## src/scan_pkg.sv

```systemverilog
// Shared constants for the linear sensor scan timing link.
package scan_pkg;
  localparam int PIXEL_COUNT    = 2496; // Pixels read out per scan.
  localparam int START_HIGH_MIN = 6;    // Least start-pulse high period, clocks.
  localparam int START_LOW_MIN  = 64;   // Least start-pulse low period, clocks.
  localparam int START_CYC_MIN  = 70;   // Least start-pulse period, clocks.
  localparam int INTEG_EXTRA    = 34;   // Clocks added to the high period for integration.
  localparam int FIRST_VALID    = 50;   // Strobe number of the first valid sample.
  localparam int SCAN_PERIOD    = 2548; // Default controller period; reading every pixel takes 2551 at the high minimum.
  localparam int SAMPLE_W       = 12;   // Width of one digitised video sample.
  localparam int FIFO_DEPTH     = 4;    // Words buffered on the controller side.
  localparam int CNT_W          = 16;   // Width of the scan and period counters.
endpackage

```

## src/scan_link_if.sv

```systemverilog
// Interface joining the sensor end and the readout controller end.
`timescale 1ns/10ps
`default_nettype none
interface scan_link_if;
  logic                         scanStartPulse; // Start pulse from the controller.
  logic                         trigStrobe;     // Per-pixel sample strobe from the sensor.
  logic                         scanEndFlag;    // End-of-scan flag from the sensor.
  logic [scan_pkg::SAMPLE_W-1:0] video;         // Digitised video sample.
  modport sensor (input scanStartPulse, output trigStrobe, output scanEndFlag, output video);
  modport ctrl   (output scanStartPulse, input trigStrobe, input scanEndFlag, input video);
endinterface
`default_nettype wire

```

## src/scan_fifo.sv

```systemverilog
// Small synchronous FIFO with valid and ready on both sides.
`timescale 1ns/10ps
`default_nettype none
module scan_fifo #(
  parameter int WIDTH = 12,
  parameter int DEPTH = 4
) (
  input  wire logic             mclk,     // System clock.
  input  wire logic             rst_n,    // Synchronous active-low reset.
  input  wire logic             inValid,  // Write request.
  output var  logic             inReady,  // Space available.
  input  wire logic [WIDTH-1:0] inData,   // Write data.
  output var  logic             outValid, // Data available.
  input  wire logic             outReady, // Drain accepts data.
  output var  logic [WIDTH-1:0] outData   // Read data.
);
  localparam int AW = $clog2(DEPTH);
  logic [WIDTH-1:0] mem [DEPTH];
  logic [AW-1:0]    wrPtr_ff;
  logic [AW-1:0]    rdPtr_ff;
  logic [AW:0]      count_ff;
  wire              doWr = inValid && inReady;
  wire              doRd = outValid && outReady;

  // Full and empty come straight from the occupancy count.
  assign inReady  = (count_ff != (AW+1)'(DEPTH));
  assign outValid = (count_ff != '0);
  assign outData  = mem[rdPtr_ff];

  // Pointers wrap at the depth, which need not be a power of two.
  always_ff @(posedge mclk) begin
    if (!rst_n) begin
      wrPtr_ff <= '0;
      rdPtr_ff <= '0;
      count_ff <= '0;
    end else begin
      if (doWr) begin
        mem[wrPtr_ff] <= inData;
        wrPtr_ff      <= (wrPtr_ff == AW'(DEPTH-1)) ? '0 : wrPtr_ff + AW'(1);
      end
      if (doRd) begin
        rdPtr_ff <= (rdPtr_ff == AW'(DEPTH-1)) ? '0 : rdPtr_ff + AW'(1);
      end
      if (doWr && !doRd) begin
        count_ff <= count_ff + (AW+1)'(1);
      end else if (doRd && !doWr) begin
        count_ff <= count_ff - (AW+1)'(1);
      end
    end
  end
endmodule
`default_nettype wire

```

## src/scan_ctrl.sv

```systemverilog
// Controller end: start-pulse generator and video capture into a FIFO.
`timescale 1ns/10ps
`default_nettype none
module scan_ctrl #(
  parameter int PERIOD = scan_pkg::SCAN_PERIOD,
  parameter int PIXELS = scan_pkg::PIXEL_COUNT
) (
  input  wire logic mclk,                              // Scan clock.
  input  wire logic rst_n,                             // Synchronous active-low reset.
  scan_link_if.ctrl link,                              // Link to the sensor.
  input  wire logic                       enable,      // Run scans while high.
  input  wire logic [scan_pkg::CNT_W-1:0] lowTime,     // Requested low period, clocks.
  output var  logic [scan_pkg::SAMPLE_W-1:0] pixData,  // Captured sample.
  output var  logic                       pixValid,    // Sample available.
  input  wire logic                       pixReady,    // Consumer takes the sample.
  output var  logic                       overflow     // Sticky: a sample was dropped.
);
  localparam logic [scan_pkg::CNT_W-1:0] HIGH_MIN = scan_pkg::CNT_W'(scan_pkg::START_HIGH_MIN);
  localparam logic [scan_pkg::CNT_W-1:0] LOW_MIN  = scan_pkg::CNT_W'(scan_pkg::START_LOW_MIN);
  localparam logic [scan_pkg::CNT_W-1:0] PER      = scan_pkg::CNT_W'(PERIOD < scan_pkg::START_CYC_MIN ?
                                                    scan_pkg::START_CYC_MIN : PERIOD);

  logic [scan_pkg::CNT_W-1:0] phase_ff;
  logic [scan_pkg::CNT_W-1:0] lowLatch_ff;
  logic [scan_pkg::CNT_W-1:0] trigCnt_ff;
  logic                       start_ff;
  logic                       over_ff;
  logic                       fifoReady;

  // Clamp the low period so both high and low minima hold.
  wire [scan_pkg::CNT_W-1:0] lowReq  = (lowTime < LOW_MIN) ? LOW_MIN : lowTime;
  wire [scan_pkg::CNT_W-1:0] lowMax  = PER - HIGH_MIN;
  wire [scan_pkg::CNT_W-1:0] lowUse  = (lowReq > lowMax) ? lowMax : lowReq;
  wire [scan_pkg::CNT_W-1:0] highEnd = PER - lowLatch_ff;
  wire                       wrap    = (phase_ff == PER - scan_pkg::CNT_W'(1));
  wire [scan_pkg::CNT_W-1:0] nxtPhase = wrap ? '0 : phase_ff + scan_pkg::CNT_W'(1);
  wire                       capture = link.trigStrobe &&
                                       (trigCnt_ff >= scan_pkg::CNT_W'(scan_pkg::FIRST_VALID - 1)) &&
                                       (trigCnt_ff < scan_pkg::CNT_W'(scan_pkg::FIRST_VALID - 1 + PIXELS));

  // Period counter: start high through phases 1 to highEnd, low for the rest.
  // The line is set from the coming phase, so the high time is exactly PER minus the low time.
  always_ff @(posedge mclk) begin
    if (!rst_n) begin
      phase_ff    <= '0;
      lowLatch_ff <= LOW_MIN;
      start_ff    <= 1'b0;
    end else if (!enable && phase_ff == '0) begin
      start_ff <= 1'b0;
    end else begin
      phase_ff <= nxtPhase;
      if (phase_ff == '0) begin
        lowLatch_ff <= lowUse;
      end
      start_ff <= (nxtPhase != '0) && (nxtPhase <= highEnd);
    end
  end

  // Strobe counter: counts strobe cycles after the fall, captures from strobe 50.
  always_ff @(posedge mclk) begin
    if (!rst_n) begin
      trigCnt_ff  <= '0;
      over_ff     <= 1'b0;
    end else begin
      if (start_ff) begin
        trigCnt_ff <= '0;
      end else if (link.trigStrobe) begin
        trigCnt_ff <= trigCnt_ff + scan_pkg::CNT_W'(1);
      end
      if (capture && !fifoReady) begin
        over_ff <= 1'b1;
      end
    end
  end

  // Captured samples queue here so the consumer may stall.
  scan_fifo #(
    .WIDTH (scan_pkg::SAMPLE_W),
    .DEPTH (scan_pkg::FIFO_DEPTH)
  ) u_fifo (
    .mclk     (mclk),
    .rst_n    (rst_n),
    .inValid  (capture),
    .inReady  (fifoReady),
    .inData   (link.video),
    .outValid (pixValid),
    .outReady (pixReady),
    .outData  (pixData)
  );

  assign link.scanStartPulse = start_ff;
  assign overflow            = over_ff;
endmodule
`default_nettype wire

```

## src/flat_wrapper.sv

```systemverilog
// flat-port wrapper written by rule: the top's interface ports become plain ports
module scan_ctrl_flat 
#(
  parameter int PERIOD = scan_pkg::SCAN_PERIOD,
  parameter int PIXELS = scan_pkg::PIXEL_COUNT
)
  (mclk, rst_n, enable, lowTime, pixData, pixValid, pixReady, overflow, link_scanStartPulse, link_trigStrobe, link_scanEndFlag, link_video);
  scan_link_if link_i ();
  input  wire logic mclk;
  input  wire logic rst_n;
  input  wire logic enable;
  input  wire logic [scan_pkg::CNT_W-1:0] lowTime;
  output var  logic [scan_pkg::SAMPLE_W-1:0] pixData;
  output var  logic pixValid;
  input  wire logic pixReady;
  output var  logic overflow;
  output wire logic [$bits(link_i.scanStartPulse)-1:0] link_scanStartPulse;
  input wire logic [$bits(link_i.trigStrobe)-1:0] link_trigStrobe;
  input wire logic [$bits(link_i.scanEndFlag)-1:0] link_scanEndFlag;
  input wire logic [$bits(link_i.video)-1:0] link_video;
  assign link_scanStartPulse = link_i.scanStartPulse;
  assign link_i.trigStrobe = link_trigStrobe;
  assign link_i.scanEndFlag = link_scanEndFlag;
  assign link_i.video = link_video;
  scan_ctrl #(.PERIOD(PERIOD), .PIXELS(PIXELS)) u_core (.mclk(mclk), .rst_n(rst_n), .link(link_i), .enable(enable), .lowTime(lowTime), .pixData(pixData), .pixValid(pixValid), .pixReady(pixReady), .overflow(overflow));
endmodule
```

## config.mk

```make
export PLATFORM = sky130hd
export DESIGN_NAME = scan_ctrl_flat
export DESIGN_NICKNAME = d
export VERILOG_FILES = /design/src/scan_pkg.sv /design/src/scan_link_if.sv /design/src/scan_fifo.sv /design/src/scan_ctrl.sv /design/src/flat_wrapper.sv
export SDC_FILE = /design/constraint.sdc
export NUM_CORES = 1
export LEC_CHECK = 0
export ABC_CLOCK_PERIOD_IN_PS = 5200
export BUFFER_PORTS_ARGS = -buffer_cell sky130_fd_sc_hd__buf_2
export CAP_MARGIN = 20
export CORE_ASPECT_RATIO = 1.2
export CORE_MARGIN = 8
export CORE_UTILIZATION = 60
export DETAILED_ROUTE_END_ITERATION = 12
export MAX_ROUTING_LAYER = met4
export PLACE_DENSITY = 0.86
export RECOVER_POWER = 25
export SLEW_MARGIN = 10
export SYNTH_ARGS = -nofsm -noshare
export SYNTH_HDL_FRONTEND = slang
export SYNTH_SLANG_ARGS = --single-unit
```

## constraint.sdc

```tcl
create_clock -name mclk -period 5.2 [get_ports mclk]
set_input_delay 0.52 -clock mclk [delete_from_list [all_inputs] [get_ports mclk]]
set_output_delay 0.52 -clock mclk [all_outputs]
set_load 0.05 [all_outputs]
```

## After elaboration in Yosys (flattened, before gate mapping)

Memory sizes are Yosys's and may differ from the RTL's. A register that Yosys moved wholly into a read port is not among the register bits.
Cells that the tools add are included.
W data, S select, Z words.

| operators by class | value |
|---|---|
| multipliers | 0 |
| shift operators | 0 |
| magnitude comparators | 5 |
| reductions and logical operators | 20 |
| bitwise operators | 2 |
| eq/ne operators | 4 |
| divide/modulo/power cells | 0 |
| mux-type cells | 12 |
| add/subtract/negate cells | 7 |

Operator list:

| operator | count |
|---|---|
| $mux W16 | 3 |
| $add A16 B1 Y16 const B | 2 |
| $eq A16 B12 Y1 const B | 1 |
| $ge A16 B6 Y1 const B | 1 |
| $gt A16 B12 Y1 const B | 1 |
| $le A16 B16 Y1 | 1 |
| $logic_not A16 Y1 | 1 |
| $lt A16 B12 Y1 const B | 1 |
| $lt A16 B7 Y1 const B | 1 |
| $reduce_bool A16 Y1 | 1 |
| $sub A12 B16 Y16 const A | 1 |
| $logic_and A1 B1 Y1 | 9 |
| $mux W2 | 4 |
| $mux W3 | 2 |
| $add A2 B1 Y2 const B | 2 |
| $eq A2 B2 Y1 const B | 2 |
| $logic_not A1 Y1 | 4 |
| $reduce_or A2 Y1 | 2 |
| $add A3 B1 Y3 const B | 1 |
| $mux W1 | 3 |
| $ne A3 B3 Y1 const B | 1 |
| $reduce_bool A3 Y1 | 1 |
| $sub A3 B1 Y3 const B | 1 |
| $not A1 Y1 | 2 |
| other kinds (2) | 2 |

| word-level totals | value |
|---|---|
| bits of input ports | 34 |
| memories kept | 1 |
| memory bits (writable) | 48 |
| latch bits | 0 |
| output and inout port bits | 15 |
| memory bits (read-only) | 0 |
| logic and storage cells | 59 |
| register bits after elaboration | 57 |

Memory list:

| memory | depth | width | rd ports | clocked after memory_dff | wr ports | RTL line | RTL |
|---|---|---|---|---|---|---|---|
| u_core.u_fifo.mem | 4 | 12 | 1 | 1 | 1 | scan_fifo.sv:18 | `logic [WIDTH-1:0] mem [DEPTH];` |

## Longest topological paths before layout

| logic depth | value |
|---|---|
| word-level depth | 8 |
| gate-level depth with buffers | 15 |
| gate-level depth less buffers | 15 |

## Cells and area by module

Synthesis repeated with hierarchy kept, for this count alone.

| unflattened totals | value |
|---|---|
| cell total of the unflattened synthesis | 481 |
| area, all modules | 5,287.6 µm² |

By module, submodules not included:

| module | area an instance (µm²) | sequential area each (µm²) | cells each | instances |
|---|---|---|---|---|
| scan_ctrl | 3,078.0 | 1,001.0 | 369 | 1 |
| scan_fifo | 2,209.6 | 1,621.6 | 112 | 1 |

## Least setup slack after synthesis

Ideal clock, no wire load.

| timing path | value |
|---|---|
| path kind | flip-flop to flip-flop |
| start point | register u_core.trigCnt_ff[0] (netlist bit) |
| end point | register u_core.u_fifo.count_ff[2] |
| stages on the path, launching flop included | 13 |
| period minus slack after synthesis | 2.815 ns |
| required time | 5.124 ns |
| data arrival time | 2.740 ns |
| setup slack | 2.385 ns |
| path buffers | 0 |
| library setup time | 0.076 ns |
| cells stage by stage | dfxtp_1 > inv_1 > ha_1 > nor4b_1 > o211ai_1 > nand3_1 > nor3_1 > ha_1 > inv_1 > fa_1 > xor2_1 > or3_1 > a21boi_0 |

| between the ends | value |
|---|---|
| cells in the longest elaborated chain, start to end | 7 |
| elaborated cells between the ends (all ways) | 10 |
| those cells by class | order compare: 2; mux: 1; reduce/logical: 7 |

RTL lines:

| what | RTL line | RTL |
|---|---|---|
| from (decl) | scan_ctrl.sv:25 | `logic [scan_pkg::CNT_W-1:0] trigCnt_ff;` |
| from (signal assigned) | scan_ctrl.sv:68 | `trigCnt_ff <= trigCnt_ff + scan_pkg::CNT_W'(1);` |
| $ge A16 B6 Y1 | scan_ctrl.sv:38 | `(trigCnt_ff >= scan_pkg::CNT_W'(scan_pkg::FIRST_VALID - 1)) &&` |
| $logic_and A1 B1 Y1 | scan_ctrl.sv:37 | `wire capture = link.trigStrobe &&` |
| $logic_and A1 B1 Y1 * | scan_ctrl.sv:38 |  |
| $logic_and A1 B1 Y1 * | scan_fifo.sv:22 | `wire doWr = inValid && inReady;` |
| via u_core.u_fifo.doWr | scan_fifo.sv:22 |  |
| $logic_not A1 Y1 | scan_fifo.sv:46 | `end else if (doRd && !doWr) begin` |
| $logic_and A1 B1 Y1 | scan_fifo.sv:46 |  |
| $reduce_bool A2 Y1 (no source line) | n/a |  |
| to (signal assigned) | scan_fifo.sv:45 | `count_ff <= count_ff + (AW+1)'(1);` |
| to (signal assigned) | scan_fifo.sv:47 | `count_ff <= count_ff - (AW+1)'(1);` |
| to (decl) | scan_fifo.sv:21 | `logic [AW:0] count_ff;` |

Mark *: on every way through the listed nets, which the timed path passes. The rest lies on a longest branch.
A chain may end at the register's enable or synchronous reset.

## Worst setup path in the final report

| timing path | value |
|---|---|
| start point | register u_core.trigCnt_ff[1] (netlist bit) |
| end point | register u_core.u_fifo.count_ff[2] |

The elaborated chain is that of the path after synthesis.

==> run summary <==
The die is approximately 120 µm tall. The number of search-and-repair iterations in the first detailed-routing pass came out at 5. The global-route wire length before repair came out at between 15000 and 20000 µm. The average wire length per cell after detail routing came out at ~16 µm. The maximum number of pins on one net before global-route repair came out at 38. The total die area came out at between 10000 and 15000 µm². The number of placement rows came out at 37. Port buffering added 47 buffers. Setup repair after global routing left no endpoint under its margin. The number of max-cap violations is 0. In this run the worst path has a maximum fanout of 9. The number of inserted diodes is 0. After synthesis, the largest area contributor takes up ~28% of total cell area.

The clock-pin transition on the worst setup and hold timing paths is 0.10 ns. The maximum number of buffers from clock root to sink is 2. The sink count of the clock tree came out at between 100 and 150.

The fraction of layout instances using a drive strength above 1 is a little over an eighth. The register area share after synthesis is between 50% and 60%. The number of failing hold endpoints at the final stage is 0. The leading area contributor after synthesis is sky130_fd_sc_hd__edfxtp_1.

The clock insertion delay at the later pin of the skew report came out at 0.38 ns. The worst setup path is launched from a flip-flop. The netlist area before placement is 5240 µm². For the pin with the worst max-slew slack, the measured transition is 0.872 ns. In the post-route analysis, the smallest setup slack over all paths is 1.86 ns. Yosys instantiated no cell more often than sky130_fd_sc_hd__dfxtp_1. STA puts the critical path data required time at 5.51 ns. In this run the power density over the cells is about 280 nW/µm². The worst path in the final design needs a cycle of 3.34 ns, including I/O delays and setup. The number of nets produced by synthesis came out at 554. The share of async-settable or async-resettable flops after synthesis is 0%. The count of flip-flops with a built-in enable after synthesis came out at 48. Setup violations remaining at the end of the flow were counted as 0. The static leakage is ~2.1 nW. The DRC violation count after routing is 0. The final RePlAce weighted congestion came out at approximately 0.88. The path class of the tightest hold or removal check is in -> reg. The area added between synthesis and finish came out at 9.27%. The initial antenna violation count is 0. The aggregate routed wire length came out at around 11000 µm.

The clock arrives with roughly 0.009 ns of skew. In the post-synthesis netlist, the biggest area contributors are sky130_fd_sc_hd__edfxtp_1, sky130_fd_sc_hd__dfxtp_1, sky130_fd_sc_hd__ha_1. The post-cts resize count came out at 0.

Data arrives at the worst endpoint at 3.66 ns. The peak clock frequency supported by timing is 0.299 GHz. The final critical-path share of the clock period is between 60% and 70%. The average instance area after synthesis came out at 10.7 µm².

Measured along the x axis, the die boundary spans ~100 µm. The global-route total usage across every layer is 19.3%. The count of mapped cells out of synthesis is 491.

The setup slack after placement is around 1.9 ns. The flip-flop cell with the highest count after synthesis is sky130_fd_sc_hd__dfxtp_1. The count of unique library cells instantiated by Yosys is 53. STA classifies the critical path endpoint as a flip-flop. The buffers inserted during post-CTS setup optimization came out at 0.

The total core area is between 8000 and 9000 µm². The clock tree from TritonCTS is yes. The count of warnings emitted by yosys is 0. The depth of the CTS H-tree is 3. VDD sags by at most roughly 0.17 mV. Summing over every cut layer, the via total after detailed routing is around 3800. The final total negative setup slack came out at 0 ns.

The number of nets with antenna violations after detailed routing is 0. The via count of the first global-routing pass is between 3000 and 4000. The leftover overflow at the end of global routing came out at 0.

The number of max-slew violations in the final report came out at 0. The run finished with clean final reports. The effective utilization at floorplan came out at roughly 61%.

The final layout net count is between 500 and 600. After clock tree synthesis, the flow added hold-fix buffers numbering 0. The detailed-route vias per instance is approximately 5.8.

The violation count after the first detailed-routing iteration came out at approximately 210. After synthesis, the most frequently instantiated cells are sky130_fd_sc_hd__dfxtp_1, sky130_fd_sc_hd__nor2_1, sky130_fd_sc_hd__edfxtp_1. The number of clock buffers inserted by TritonCTS came out at 9.

The number of register bits inferred by synthesis is between 100 and 150. The HPWL after detailed placement is between 7000 and 8000 µm. The critical path class is reg -> reg.

The number of I/O pins is 49. In this run the tightest slew margin relative to its limit is a little over 40%. The cell at the root of the clock tree is sky130_fd_sc_hd__clkbuf_8.
per-stage QoR:
step	util [%]	std cells	cell area, µm²	hold slack [ns]	total power, W
after floorplan	-	491	5240	0.451	0.00104
final	67.2	650	5720	0.379	0.00159
after global routing	67.2	650	5720	0.375	0.00166
after detailed placement	64.9	634	5530	0.481	0.00108
after CTS	67.3	650	5740	0.333	0.00160
after global placement	64.9	634	5530	0.467	0.00107
cell families after synthesis:
group | Yosys count | synth area share [%]
buf+inv | 39 | 2.99
flops | 107 | 50.1
xor+xnor | 39 | 6.52
compound gates | 62 | 7.84
mux | 15 | 5.74
fa+ha+maj | 29 | 7.07
simple gates | 200 | 19.7
critical path: stages (launching register included):
cell and delay (ns):
sky130_fd_sc_hd__dfxtp_1 0.35, sky130_fd_sc_hd__inv_1 0.09, sky130_fd_sc_hd__ha_1 0.16, sky130_fd_sc_hd__inv_1 0.04, sky130_fd_sc_hd__o311ai_0 0.30, sky130_fd_sc_hd__a21boi_0 0.19, sky130_fd_sc_hd__nor3_1 0.75, sky130_fd_sc_hd__ha_1 0.32
sky130_fd_sc_hd__inv_1 0.07, sky130_fd_sc_hd__fa_1 0.37, sky130_fd_sc_hd__xor2_1 0.17, sky130_fd_sc_hd__or3_1 0.30, sky130_fd_sc_hd__a21boi_0 0.17
registers in the layout, summed over array words and instances (netlist names), 2 cells and up, named ones only:
signal,cells
u_core.u_fifo.mem,48
u_core.lowLatch_ff,16
u_core.phase_ff,16
u_core.trigCnt_ff,16
u_core.u_fifo.count_ff,3
u_core.u_fifo.rdPtr_ff,2
u_core.u_fifo.wrPtr_ff,2
power breakdown:
part | switching, W | leakage (nW) | internal [W]
Clock | 0.000301 | 0.0959 | 0.000231
Combinational | 0.0000844 | 1.14 | 0.0000621
Sequential | 0.0000204 | 0.909 | 0.000892
Total | 0.000406 | 2.14 | 0.00118
layout make-up:
type,count,area [µm²]
clock inverter,7,83.8
clock buffer,9,124
tap,117,146
fill,674,2800
sequential,107,2620
timing repair buffer,47,220
multi-input combinational,345,2460
inverter,18,67.6
worst paths after layout:
path	start	slack, ns	cells past startpoint	endpoint
max	u_core.trigCnt_ff[1]	1.86	12	u_core.u_fifo.count_ff[2]
min	lowTime[5]	0.38	3	u_core.lowLatch_ff[5]
max reg2reg	u_core.trigCnt_ff[1]	1.86	12	u_core.u_fifo.count_ff[2]
min reg2reg	u_core.lowLatch_ff[10]	0.50	2	u_core.lowLatch_ff[10]
cells in the final DEF (no fill, tap or decap), types with 3 or more instances in the layout:
master	Yosys	final
sky130_fd_sc_hd__o21a_1	5	5
sky130_fd_sc_hd__ha_1	28	28
sky130_fd_sc_hd__nor3_1	9	9
sky130_fd_sc_hd__and3_1	15	15
sky130_fd_sc_hd__clkbuf_8	0	9
sky130_fd_sc_hd__nor2_1	52	52
sky130_fd_sc_hd__mux2i_1	3	3
sky130_fd_sc_hd__xor2_1	22	22
sky130_fd_sc_hd__edfxtp_1	48	48
sky130_fd_sc_hd__inv_1	18	18
sky130_fd_sc_hd__nand4_1	17	17
sky130_fd_sc_hd__clkinvlp_4	0	3
sky130_fd_sc_hd__clkbuf_1	16	12
sky130_fd_sc_hd__or3_1	8	8
sky130_fd_sc_hd__and4_1	3	3
sky130_fd_sc_hd__and2_1	5	5
sky130_fd_sc_hd__or4_1	3	3
sky130_fd_sc_hd__a21oi_1	10	10
sky130_fd_sc_hd__nand2_1	35	35
sky130_fd_sc_hd__nand2b_1	3	3
sky130_fd_sc_hd__buf_2	2	35
sky130_fd_sc_hd__nor2b_1	11	11
sky130_fd_sc_hd__nor4_1	8	8
sky130_fd_sc_hd__dfxtp_1	59	59
sky130_fd_sc_hd__o21ai_0	21	21
sky130_fd_sc_hd__nand3_1	23	23
sky130_fd_sc_hd__a21boi_0	7	7
sky130_fd_sc_hd__mux4_2	12	12
sky130_fd_sc_hd__xnor2_1	17	17
metal layers:
layer	GRT usage, %	share of wire [%]
met4	7.56	2.0
met1	21.1	41
met5	-	0
met2	33.5	54
met3	3.82	3.7
Note: power is estimated with default switching activity, not from simulation.
